## src/crf_map.svh

```systemverilog
`ifndef CRF_MAP_SVH
`define CRF_MAP_SVH
// Functional notes
// - each filter has a type select at bit 3 of its standard-id register
// - type check on: select 0 takes standard frames, 1 takes extended
// - type check off: type select ignored, any format matching is taken
// - a filter match raises a transfer request toward the DMA controller
// - field 15:13 of fifo control sizes buffer area 4 to 32 buffers
// - destination buffer comes from the pointer of the matching filter
// - four pointer registers hold 4-bit pointers of filters 0 to 15
// - matching filter's pointer is given to the DMA as buffer address
// - pointers 0000 to 1110 select message buffers 0 to 14
// - pointer 1111 sends the message to the receive FIFO area
// - several matches: lowest filter whose target buffer is empty wins
// - buffers 0 to 7 have a direction bit at bit 7 of their control
// - buffers 0 to 7 store a message only when direction bit is 0
// - transmit buffer with auto-remote enabled answers remote requests; the code ignores the frame's rtr bit and answers any matching frame
// - buffers 8 to 14 are receive only, selected by pointer alone
// - window select 1 maps filter registers, 0 the control registers
// - mask bit 0 accepts the bit; mask bit 1 needs equal bits
// - mask select 00, 01, 10 pick masks 0 to 2; 11 reserved
// - a filter takes part only while its enable bit is set
// - target already full: set its overflow flag, drop the message
// control window (window select 0); CRF_CTRL is seen in both windows
`define CRF_CTRL 8'h00
`define CRF_FCTRL 8'h04
`define CRF_FEN 8'h08
`define CRF_TRC0 8'h0c
`define CRF_TRC1 8'h10
`define CRF_FULL 8'h14
`define CRF_OVF 8'h18
`define CRF_STAT 8'h1c
// filter window (window select 1)
`define CRF_BP0 8'h08
`define CRF_BP3 8'h14
`define CRF_MSEL0 8'h18
`define CRF_MSEL1 8'h1c
`define CRF_MASK0 8'h20
`define CRF_MASKE 8'h38
`define CRF_FLT0 8'h80
// field positions
`define CRF_WIN_BIT 0
`define CRF_BCNT_HI 15
`define CRF_BCNT_LO 13
`define CRF_FSA_HI 4
`define CRF_TYPE_BIT 3
`define CRF_SID_HI 15
`define CRF_SID_LO 5
`define CRF_DIR_BIT 7
`define CRF_ARR_BIT 6
`define CRF_TX_REQUEST_BIT 3
`define CRF_BP_FIFO 4'hf
`define CRF_MSK_RSVD 2'h3
// reset values
`define CRF_BCNT_RST 3'h0
`define CRF_FEN_RST 16'h0000
`define CRF_CFG_RST 16'h0000
`endif

```

## src/crf_pkg.sv

```systemverilog
package crf_pkg;
   // assembled frame handed over by the protocol engine
   typedef struct packed {
      logic ide;
      logic rtr;
      logic [10:0] sid;
      logic [17:0] eid;
   } crf_frame_t;
   // buffer address given to the DMA channel
   typedef struct packed {
      logic fifo;
      logic [4:0] idx;
   } crf_dma_t;
   // wishbone request fields held stable by the master
   typedef struct packed {
      logic we;
      logic [7:0] adr;
      logic [3:0] sel;
      logic [31:0] dat;
   } crf_wb_t;
   typedef enum logic [1:0] {
      CRF_IDLE = 2'b00,
      CRF_EVAL = 2'b01,
      CRF_REQ = 2'b11
   } crf_state_t;
endpackage : crf_pkg

```

## src/crf_flt_match.sv

```systemverilog
`timescale 1ns/1ps
`include "crf_map.svh"
module crf_flt_match (
   input crf_pkg::crf_frame_t frm,
   input wire logic [15:0] f_sid,
   input wire logic [15:0] f_eid,
   input wire logic [15:0] m_sid,
   input wire logic [15:0] m_eid,
   input wire logic en,
   output logic match
);
   import crf_pkg::*;
   logic [28:0] fid, mid, rid, bad;
   logic id_ok, ty_ok;
   // 29-bit identifiers: sid on top, eid below
   assign fid = {f_sid[`CRF_SID_HI:`CRF_SID_LO], f_sid[1:0], f_eid};
   assign mid = {m_sid[`CRF_SID_HI:`CRF_SID_LO], m_sid[1:0], m_eid};
   assign rid = {frm.sid, frm.eid};
   assign bad = mid & (fid ^ rid);
   // standard frames carry no eid, so only sid bits count
   assign id_ok = frm.ide ? (bad == 29'h0) : (bad[28:18] == 11'h0);
   // type check enable on the mask gates the filter's type select
   assign ty_ok = ~m_sid[`CRF_TYPE_BIT] |
                  (f_sid[`CRF_TYPE_BIT] == frm.ide);
   assign match = en & id_ok & ty_ok;
endmodule : crf_flt_match

```

## src/crf_lowest.sv

```systemverilog
`timescale 1ns/1ps
module crf_lowest #(
   parameter int N = 16,
   parameter int W = 4
) (
   input wire logic [N-1:0] vec,
   output logic any,
   output logic [W-1:0] idx
);
   // scan downward so the lowest set bit is the last to win
   always_comb begin
      idx = '0;
      for (int i = N - 1; i >= 0; i--) begin
         if (vec[i]) begin
            idx = W'(i);
         end
      end
   end
   assign any = |vec;
endmodule : crf_lowest

```

## src/crf_top.sv

```systemverilog
// The placing of the registers and the Wishbone register port are this design's own decisions.
`timescale 1ns/1ps
`include "crf_map.svh"
module crf_top (
   input wire logic clk,
   input wire logic rst,
   input wire logic wb_cyc,
   input wire logic wb_stb,
   input crf_pkg::crf_wb_t wb_req,
   output logic [31:0] wb_dat_r,
   output logic wb_ack,
   input wire logic frm_valid,
   input crf_pkg::crf_frame_t frm,
   output logic frm_ready,
   input wire logic [4:0] fifo_ptr,
   output logic dma_req,
   output crf_pkg::crf_dma_t dma_tgt,
   input wire logic dma_ack,
   output logic rtr_hit,
   output logic [2:0] rtr_buf,
   output logic ovf_hit,
   output logic [4:0] ovf_buf
);
   import crf_pkg::*;

   ////////////////////////////////////////////////////////////////////
   // state
   logic ack_q;
   logic [31:0] rd_q, rd_d;
   logic win_q;
   logic [2:0] bcnt_q;
   logic [4:0] fsa_q;
   logic [15:0] fen_q;
   logic [7:0] trc_q [8];
   logic [31:0] full_q, ovf_q;
   logic [15:0] fsid_q [16];
   logic [15:0] feid_q [16];
   logic [15:0] msid_q [3];
   logic [15:0] meid_q [3];
   logic [3:0] bp_q [16];
   logic [1:0] msel_q [16];
   crf_state_t st_q;
   crf_frame_t frm_q;
   logic rdy_q, req_q, rtr_q, ovf_hit_q;
   crf_dma_t dma_q;
   logic [2:0] rtr_buf_q;
   logic [4:0] ovf_buf_q;

   function automatic logic [31:0] bm32(input logic [31:0] o,
      input logic [31:0] d, input logic [3:0] s);
      bm32 = o;
      for (int b = 0; b < 4; b++) begin
         if (s[b]) begin
            bm32[8*b +: 8] = d[8*b +: 8];
         end
      end
   endfunction : bm32

   function automatic logic [15:0] bm16(input logic [15:0] o,
      input logic [15:0] d, input logic [1:0] s);
      bm16 = o;
      if (s[0]) bm16[7:0] = d[7:0];
      if (s[1]) bm16[15:8] = d[15:8];
   endfunction : bm16

   // buffer-count code to number of buffers; 7 spare, read as 32
   function automatic logic [5:0] bsz(input logic [2:0] c);
      unique case (c)
         3'h0: bsz = 6'h04;
         3'h1: bsz = 6'h06;
         3'h2: bsz = 6'h08;
         3'h3: bsz = 6'h0c;
         3'h4: bsz = 6'h10;
         3'h5: bsz = 6'h18;
         default: bsz = 6'h20;
      endcase
   endfunction : bsz

   ////////////////////////////////////////////////////////////////////
   // wishbone decode; the window bit swaps the map except CRF_CTRL
   logic acc, wr, n_hit, bp_hit, ms_hit, mk_hit, fl_hit;
   logic [7:0] adr;
   logic [1:0] bpg, mki;
   logic [3:0] fli;
   assign acc = wb_cyc & wb_stb & ~ack_q;
   assign wr = acc & wb_req.we;
   assign adr = wb_req.adr;
   assign n_hit = ~win_q;
   assign bp_hit = win_q & (adr >= `CRF_BP0) & (adr <= `CRF_BP3);
   assign bpg = 2'(adr[4:2] - 3'h2);
   assign ms_hit = win_q & ((adr == `CRF_MSEL0) | (adr == `CRF_MSEL1));
   assign mk_hit = win_q & (adr >= `CRF_MASK0) & (adr < `CRF_MASKE);
   assign mki = adr[4:3];
   assign fl_hit = win_q & (adr >= `CRF_FLT0);
   assign fli = adr[6:3];

   // one-cycle answer, ack dropped the cycle after
   always_ff @(posedge clk or posedge rst) begin
      if (rst) begin
         ack_q <= 1'b0;
         rd_q <= 32'h0;
      end else begin
         ack_q <= acc;
         rd_q <= acc ? rd_d : 32'h0;
      end
   end

   // unmapped addresses read as zero and ignore writes
   always_comb begin
      rd_d = 32'h0;
      if (adr == `CRF_CTRL) begin
         rd_d[`CRF_WIN_BIT] = win_q;
      end else if (n_hit) begin
         unique case (adr)
            `CRF_FCTRL: rd_d = {16'h0, bcnt_q, 8'h0, fsa_q};
            `CRF_FEN: rd_d = {16'h0, fen_q};
            `CRF_TRC0: rd_d = {trc_q[3], trc_q[2], trc_q[1], trc_q[0]};
            `CRF_TRC1: rd_d = {trc_q[7], trc_q[6], trc_q[5], trc_q[4]};
            `CRF_FULL: rd_d = full_q;
            `CRF_OVF: rd_d = ovf_q;
            `CRF_STAT: rd_d = {30'h0, st_q};
            default: rd_d = 32'h0;
         endcase
      end else if (bp_hit) begin
         for (int j = 0; j < 4; j++) begin
            rd_d[4*j +: 4] = bp_q[{bpg, 2'(j)}];
         end
      end else if (ms_hit) begin
         for (int j = 0; j < 8; j++) begin
            rd_d[2*j +: 2] = msel_q[{adr[2], 3'(j)}];
         end
      end else if (mk_hit) begin
         rd_d[15:0] = adr[2] ? meid_q[mki] : msid_q[mki];
      end else if (fl_hit) begin
         rd_d[15:0] = adr[2] ? feid_q[fli] : fsid_q[fli];
      end
   end

   ////////////////////////////////////////////////////////////////////
   // control window registers
   logic [31:0] fc_w;
   assign fc_w = bm32({16'h0, bcnt_q, 8'h0, fsa_q}, wb_req.dat,
                      wb_req.sel);
   always_ff @(posedge clk or posedge rst) begin
      if (rst) begin
         win_q <= 1'b0;
         bcnt_q <= `CRF_BCNT_RST;
         fsa_q <= 5'h0;
         fen_q <= `CRF_FEN_RST;
      end else if (wr) begin
         if (adr == `CRF_CTRL && wb_req.sel[0]) begin
            win_q <= wb_req.dat[`CRF_WIN_BIT];
         end
         if (n_hit && adr == `CRF_FCTRL) begin
            bcnt_q <= fc_w[`CRF_BCNT_HI:`CRF_BCNT_LO];
            fsa_q <= fc_w[`CRF_FSA_HI:0];
         end
         if (n_hit && adr == `CRF_FEN) begin
            fen_q <= bm16(fen_q, wb_req.dat[15:0], wb_req.sel[1:0]);
         end
      end
   end

   // buffer control bytes; the auto-remote path sets transmit request
   logic rtr_go;
   logic [31:0] tw;
   logic [2:0] rtr_sel;
   always_comb begin
      tw = adr[4] ? {trc_q[7], trc_q[6], trc_q[5], trc_q[4]}
                  : {trc_q[3], trc_q[2], trc_q[1], trc_q[0]};
      tw = bm32(tw, wb_req.dat, wb_req.sel);
   end
   always_ff @(posedge clk or posedge rst) begin
      if (rst) begin
         for (int i = 0; i < 8; i++) trc_q[i] <= 8'h0;
      end else begin
         if (wr && n_hit && (adr == `CRF_TRC0 || adr == `CRF_TRC1)) begin
            for (int i = 0; i < 4; i++) begin
               trc_q[{adr[4], 2'(i)}] <= tw[8*i +: 8];
            end
         end
         // set wins over a software write in the same cycle
         if (rtr_go) trc_q[rtr_sel][`CRF_TX_REQUEST_BIT] <= 1'b1;
      end
   end

   // filter window arrays; no reset on contents is needed but kept
   // so that a disabled filter never sees unknown bits
   logic [15:0] bpw, msw;
   always_comb begin
      bpw = 16'h0;
      msw = 16'h0;
      for (int j = 0; j < 4; j++) bpw[4*j +: 4] = bp_q[{bpg, 2'(j)}];
      for (int j = 0; j < 8; j++) msw[2*j +: 2] = msel_q[{adr[2], 3'(j)}];
      bpw = bm16(bpw, wb_req.dat[15:0], wb_req.sel[1:0]);
      msw = bm16(msw, wb_req.dat[15:0], wb_req.sel[1:0]);
   end
   always_ff @(posedge clk or posedge rst) begin
      if (rst) begin
         for (int i = 0; i < 16; i++) begin
            fsid_q[i] <= `CRF_CFG_RST;
            feid_q[i] <= `CRF_CFG_RST;
            bp_q[i] <= 4'h0;
            msel_q[i] <= 2'h0;
         end
         for (int i = 0; i < 3; i++) begin
            msid_q[i] <= `CRF_CFG_RST;
            meid_q[i] <= `CRF_CFG_RST;
         end
      end else if (wr) begin
         if (bp_hit) begin
            for (int j = 0; j < 4; j++) begin
               bp_q[{bpg, 2'(j)}] <= bpw[4*j +: 4];
            end
         end
         if (ms_hit) begin
            for (int j = 0; j < 8; j++) begin
               msel_q[{adr[2], 3'(j)}] <= msw[2*j +: 2];
            end
         end
         if (mk_hit && adr[2]) meid_q[mki] <=
            bm16(meid_q[mki], wb_req.dat[15:0], wb_req.sel[1:0]);
         if (mk_hit && !adr[2]) msid_q[mki] <=
            bm16(msid_q[mki], wb_req.dat[15:0], wb_req.sel[1:0]);
         if (fl_hit && adr[2]) feid_q[fli] <=
            bm16(feid_q[fli], wb_req.dat[15:0], wb_req.sel[1:0]);
         if (fl_hit && !adr[2]) fsid_q[fli] <=
            bm16(fsid_q[fli], wb_req.dat[15:0], wb_req.sel[1:0]);
      end
   end

   ////////////////////////////////////////////////////////////////////
   // acceptance: sixteen comparators on the latched frame
   logic [15:0] match_v, use_v;
   logic [15:0] arr_v, area_v;
   logic [4:0] tgt_v [16];
   logic pu_any, pm_any, dma_go, ovf_go;
   logic [3:0] pu_idx, pm_idx;
   for (genvar k = 0; k < 16; k++) begin : g_flt
      logic [1:0] ms;
      assign ms = (msel_q[k] == `CRF_MSK_RSVD) ? 2'h0 : msel_q[k];
      crf_flt_match u_m (
         .frm(frm_q),
         .f_sid(fsid_q[k]),
         .f_eid(feid_q[k]),
         .m_sid(msid_q[ms]),
         .m_eid(meid_q[ms]),
         .en(fen_q[k] & (msel_q[k] != `CRF_MSK_RSVD)),
         .match(match_v[k])
      );
   end

   // per-filter target buffer and whether it can take the frame
   always_comb begin
      for (int k = 0; k < 16; k++) begin
         tgt_v[k] = (bp_q[k] == `CRF_BP_FIFO) ? fifo_ptr
                                              : {1'b0, bp_q[k]};
         area_v[k] = {1'b0, tgt_v[k]} < bsz(bcnt_q);
         // buffers 8 and up are receive only
         arr_v[k] = (tgt_v[k] < 5'h8) &&
                    trc_q[tgt_v[k][2:0]][`CRF_DIR_BIT] &&
                    trc_q[tgt_v[k][2:0]][`CRF_ARR_BIT];
         use_v[k] = match_v[k] && area_v[k] &&
                    (arr_v[k] || (((tgt_v[k] >= 5'h8) ||
                    !trc_q[tgt_v[k][2:0]][`CRF_DIR_BIT]) &&
                    !full_q[tgt_v[k]]));
      end
   end

   crf_lowest #(.N(16), .W(4)) u_pu (
      .vec(use_v),
      .any(pu_any),
      .idx(pu_idx)
   );
   crf_lowest #(.N(16), .W(4)) u_pm (
      .vec(match_v),
      .any(pm_any),
      .idx(pm_idx)
   );

   assign rtr_sel = tgt_v[pu_idx][2:0];
   assign rtr_go = (st_q == CRF_EVAL) & pu_any & arr_v[pu_idx];
   assign dma_go = (st_q == CRF_EVAL) & pu_any & ~arr_v[pu_idx];
   // no usable target: the lowest matching filter's buffer overflows
   assign ovf_go = (st_q == CRF_EVAL) & ~pu_any & pm_any &
                   area_v[pm_idx];

   ////////////////////////////////////////////////////////////////////
   // sequencing: latch frame, evaluate, request, wait for the DMA
   always_ff @(posedge clk or posedge rst) begin
      if (rst) begin
         st_q <= CRF_IDLE;
         frm_q <= '0;
         rdy_q <= 1'b0;
         req_q <= 1'b0;
         dma_q <= '0;
         rtr_q <= 1'b0;
         rtr_buf_q <= 3'h0;
         ovf_hit_q <= 1'b0;
         ovf_buf_q <= 5'h0;
      end else begin
         rtr_q <= 1'b0;
         ovf_hit_q <= 1'b0;
         unique case (st_q)
            CRF_IDLE: begin
               rdy_q <= 1'b1;
               // evaluate only a fully assembled frame
               if (frm_valid && rdy_q) begin
                  frm_q <= frm;
                  rdy_q <= 1'b0;
                  st_q <= CRF_EVAL;
               end
            end
            CRF_EVAL: begin
               if (dma_go) begin
                  req_q <= 1'b1;
                  dma_q.fifo <= bp_q[pu_idx] == `CRF_BP_FIFO;
                  dma_q.idx <= tgt_v[pu_idx];
                  st_q <= CRF_REQ;
               end else begin
                  rtr_q <= rtr_go;
                  rtr_buf_q <= rtr_sel;
                  ovf_hit_q <= ovf_go;
                  ovf_buf_q <= tgt_v[pm_idx];
                  rdy_q <= 1'b1;
                  st_q <= CRF_IDLE;
               end
            end
            CRF_REQ: begin
               // request and address hold until the DMA has the message
               if (dma_ack) begin
                  req_q <= 1'b0;
                  rdy_q <= 1'b1;
                  st_q <= CRF_IDLE;
               end
            end
            default: st_q <= CRF_IDLE;
         endcase
      end
   end

   ////////////////////////////////////////////////////////////////////
   // full and overflow flags: write one to clear, hardware set wins
   logic [31:0] full_clr, ovf_clr, full_set, ovf_set;
   assign full_clr = (wr && n_hit && adr == `CRF_FULL) ?
                     bm32(32'h0, wb_req.dat, wb_req.sel) : 32'h0;
   assign ovf_clr = (wr && n_hit && adr == `CRF_OVF) ?
                    bm32(32'h0, wb_req.dat, wb_req.sel) : 32'h0;
   assign full_set = (req_q & dma_ack) ? (32'h1 << dma_q.idx) : 32'h0;
   assign ovf_set = ovf_go ? (32'h1 << tgt_v[pm_idx]) : 32'h0;
   always_ff @(posedge clk or posedge rst) begin
      if (rst) begin
         full_q <= 32'h0;
         ovf_q <= 32'h0;
      end else begin
         full_q <= (full_q & ~full_clr) | full_set;
         ovf_q <= (ovf_q & ~ovf_clr) | ovf_set;
      end
   end

   assign wb_ack = ack_q;
   assign wb_dat_r = rd_q;
   assign frm_ready = rdy_q;
   assign dma_req = req_q;
   assign dma_tgt = dma_q;
   assign rtr_hit = rtr_q;
   assign rtr_buf = rtr_buf_q;
   assign ovf_hit = ovf_hit_q;
   assign ovf_buf = ovf_buf_q;
endmodule : crf_top

```

## config.mk

```make
export PLATFORM = sky130hd
export DESIGN_NAME = crf_top
export DESIGN_NICKNAME = d
export VERILOG_FILES = /design/src/crf_pkg.sv /design/src/crf_flt_match.sv /design/src/crf_lowest.sv /design/src/crf_top.sv
export VERILOG_INCLUDE_DIRS = /design/src /design/src/src
export SDC_FILE = /design/constraint.sdc
export NUM_CORES = 2
export LEC_CHECK = 0
export ABC_AREA = 0
export BUFFER_PORTS_ARGS = -buffer_cell sky130_fd_sc_hd__buf_4
export CAP_MARGIN = 20
export CELL_PAD_IN_SITES_DETAIL_PLACEMENT = 0
export CELL_PAD_IN_SITES_GLOBAL_PLACEMENT = 1
export CORE_ASPECT_RATIO = 1.5
export CORE_MARGIN = 4
export CORE_UTILIZATION = 48
export DETAILED_ROUTE_END_ITERATION = 10
export PLACE_DENSITY = 0.89
export SETUP_SLACK_MARGIN = 0.05
export SLEW_MARGIN = 25
export SYNTH_ARGS = -nofsm -noshare
export SYNTH_HDL_FRONTEND = slang
export SYNTH_HIERARCHICAL = 1
export SYNTH_SLANG_ARGS = --single-unit
```

## constraint.sdc

```tcl
create_clock -name clk -period 52.8 [get_ports clk]
set_input_delay 5.28 -clock clk [delete_from_list [all_inputs] [get_ports clk]]
set_output_delay 5.28 -clock clk [all_outputs]
set_load 0.05 [all_outputs]
```

==> flow_metrics.tcl <==
set metrics [dict create \
    outcome "finished, final reports clean" \
    cts.sinks 940 \
    fmax_ghz 0.0821 \
    worstSetupStartpointType "primary input" \
    cts_buffer_depth 3 \
    coreArea_mm2 0.145 \
    swShare_pct 33.0 \
    grt_pass1_wl_um 532000 \
    clock_latency_ns 0.79 \
    yosys_warnings 6 \
    synth_fp_nets 8590 \
    numCtsBuffers 97 \
    cts-hold-fix-buffers 0 \
    via_count 72200 \
    r2r_setup_slack_ns 41.90 \
    slowest_delay_ns 0.80 \
    place_inst 9857 \
    via_per_inst 7.17 \
    finalClockSkew_ns 0.0561 \
    antenna_found_initial 42 \
    portBuffers 136 \
    cts_tree "done" \
    reg2reg_from "msel_q[20]$_DFFE_PP0P_" \
    routedWlPerCell_um 38.4 \
    die_area_mm2 0.152 \
    finalSetupViolCount 0 \
    pre_cts_slack_ns 39.86 \
    syn_area_mm2 0.0697 \
    p_per_area_mw_per_mm2 25.1 \
    final-hold-violation-count 0 \
    fin_crit_ns 12.18 \
    cts_htree_levels 3 \
    cts-root-buf "clkbuf_16" \
    syn_inst 8455 \
    io_pins 138 \
    cp_max_fo 24 \
    syn_to_final_growth_pct 8.69 \
    share_seq_of_total_power_pct 40.3 \
    power_switching_mw 0.628 \
    slew_violations 0 \
    drt_first_iter_violations 10200 \
    finalNonFillerCells 10100 \
    crit_chain "buf_4, nand4b_1, and2_1, a211oi_1, a311oi_1, a311oi_1, a31o_2, o21ai_0, a21oi_1, nor2_1, nand2_1, a31oi_2, buf_4, inv_1, nor2_1, a32oi_1, a2111oi_4, a31oi_2, or3_1" \
    route.detailed.drc 0 \
    critical_path_class "primary input to flip-flop" \
    cts-resized-gates 0 \
    grt_pass1_vias 67200 \
    syn_avg_cell_area_um2 8.24 \
    first_pass_iters 8 \
    timing.final.ws_setup_ns 40.62 \
    post-cts-setup-buffers 0 \
    fin_setup_tns_ns 0 \
    crit_start "fifo_ptr[1]" \
    clkPwrFrac_pct 39.6 \
    cp_slowest_cell "a2111oi_4" \
    maxCapViolCount 0 \
    chipWidth_um 319 \
    p_comb_share_pct 20.1 \
    ir_worst_vdd_uv 30.6 \
    die_height_um 475 \
    slew_headroom_pct 10.0 \
    dpl.hpwl_um 258000 \
    fp-row-count 171 \
    wl_um 387000 \
    gr-usage-all-layers_pct 49.7 \
    cts.clk_slew.worst_paths_ns 0.07 \
    worstPathRequired_ns 53.47 \
    grt_overflow 0 \
    worstSetupEndpoint "st_q[0]$_DFFE_PP0P_" \
    grt_max_degree 178 \
    worstSetupEndpointType "flip-flop" \
    fin_crit_sh_pct 23.1 \
    hp-start "trc_q[60]$_DFFE_PP0P_" \
    nets 8193 \
    r2r_cells 23 \
    critPathArrivalTime_ns 12.85 \
    rsz0062_at_grt "false" \
    leakage_nw 34.1 \
    layout-drive-gt1-share_pct 14.5 \
    gp_congestion 1.05 \
    antenna_left 0 \
    start_util_pct 48.2 \
    power.internal_mw 1.27 \
    worst_hold_path_type "flip-flop to flip-flop" \
    reg2reg_to "st_q[0]$_DFFE_PP0P_" \
    tightest_slew_ns 1.35 \
    power.total_mw 1.90 \
]
-- critical path, delay by kind of cell --
family | cells | cell delay (ns)
AOI/OAI and AO/OA | 10 | 3.76
and+or+nand+nor | 6 | 2.52
buffers and inverters | 3 | 1.26
-- cell usage in the layout, fill, tap and decap left out, types with 91 or more instances in the layout --
cell type	instances
inv_1	91
mux4_2	273
nor2_1	1599
o22ai_1	465
mux2i_1	230
buf_4	393
xor2_1	480
a22oi_1	193
a21oi_1	782
nand2_1	751
dfrtp_1	918
o21ai_0	367
clkbuf_16	98
mux2_2	122
a211oi_1	91
nand3_1	131
-- registers in the layout, summed over array words and instances (netlist names), 16 cells and up --
signal    flops
meid_q       48
fen_q        16
fsid_q      256
feid_q      256
frm_q        30
full_q       32
wb_dat_r     32
ovf_q        32
msid_q       48
trc_q        64
msel_q       32
bp_q         64
-- per-stage QoR --
stage / util [%] / hold slack, ns / area (um^2)
after floorplan: - / 0.450 / 69700
after global placement: 49.8 / 0.460 / 72000
after detailed placement: 49.9 / 0.467 / 72100
after CTS: 52.2 / 0.484 / 75500
after global routing: 52.3 / 0.501 / 75700
final: 52.4 / 0.482 / 75800
-- power groups by stage --
stage                     Sequential [mW]  Combinational, mW  Clock, mW
after global placement              0.779              0.363          0
final                               0.767              0.382      0.753
after global routing                0.769              0.390      0.783
after floorplan                     0.806              0.183          0
after CTS                           0.766              0.366      0.755
after detailed placement            0.780              0.364          0
-- area by class of cell --
class	instances	area, um^2
fill	13500	68900
multi-input combinational	6512	42800
sequential	940	23600
timing repair buffer	407	3190
clock buffer	129	2690
tap	1903	2380
clock inverter	47	684
inverter	100	383
antenna	37	92.6
-- layer usage --
layer | track usage, % | part of all wire, % | wire length (um)
met5 | 0 | 0.041 | 158
met4 | 52.0 | 13 | 52000
met3 | 15.9 | 12 | 45200
met2 | 73.4 | 43 | 165000
met1 | 54.7 | 32 | 124000
-- worst min path at each step --
stage	end	cells after the start
2_1_floorplan	trc_q[48]$_DFFE_PP0P_	1
3_3_place_gp	trc_q[56]$_DFFE_PP0P_	1
3_5_place_dp	trc_q[56]$_DFFE_PP0P_	1
4_1_cts	msid_q[36]$_DFFE_PP0P_	2
5_1_grt	msid_q[2]$_DFFE_PP0P_	2
6_report	trc_q[60]$_DFFE_PP0P_	1
Power figures use the tool's default switching activity.
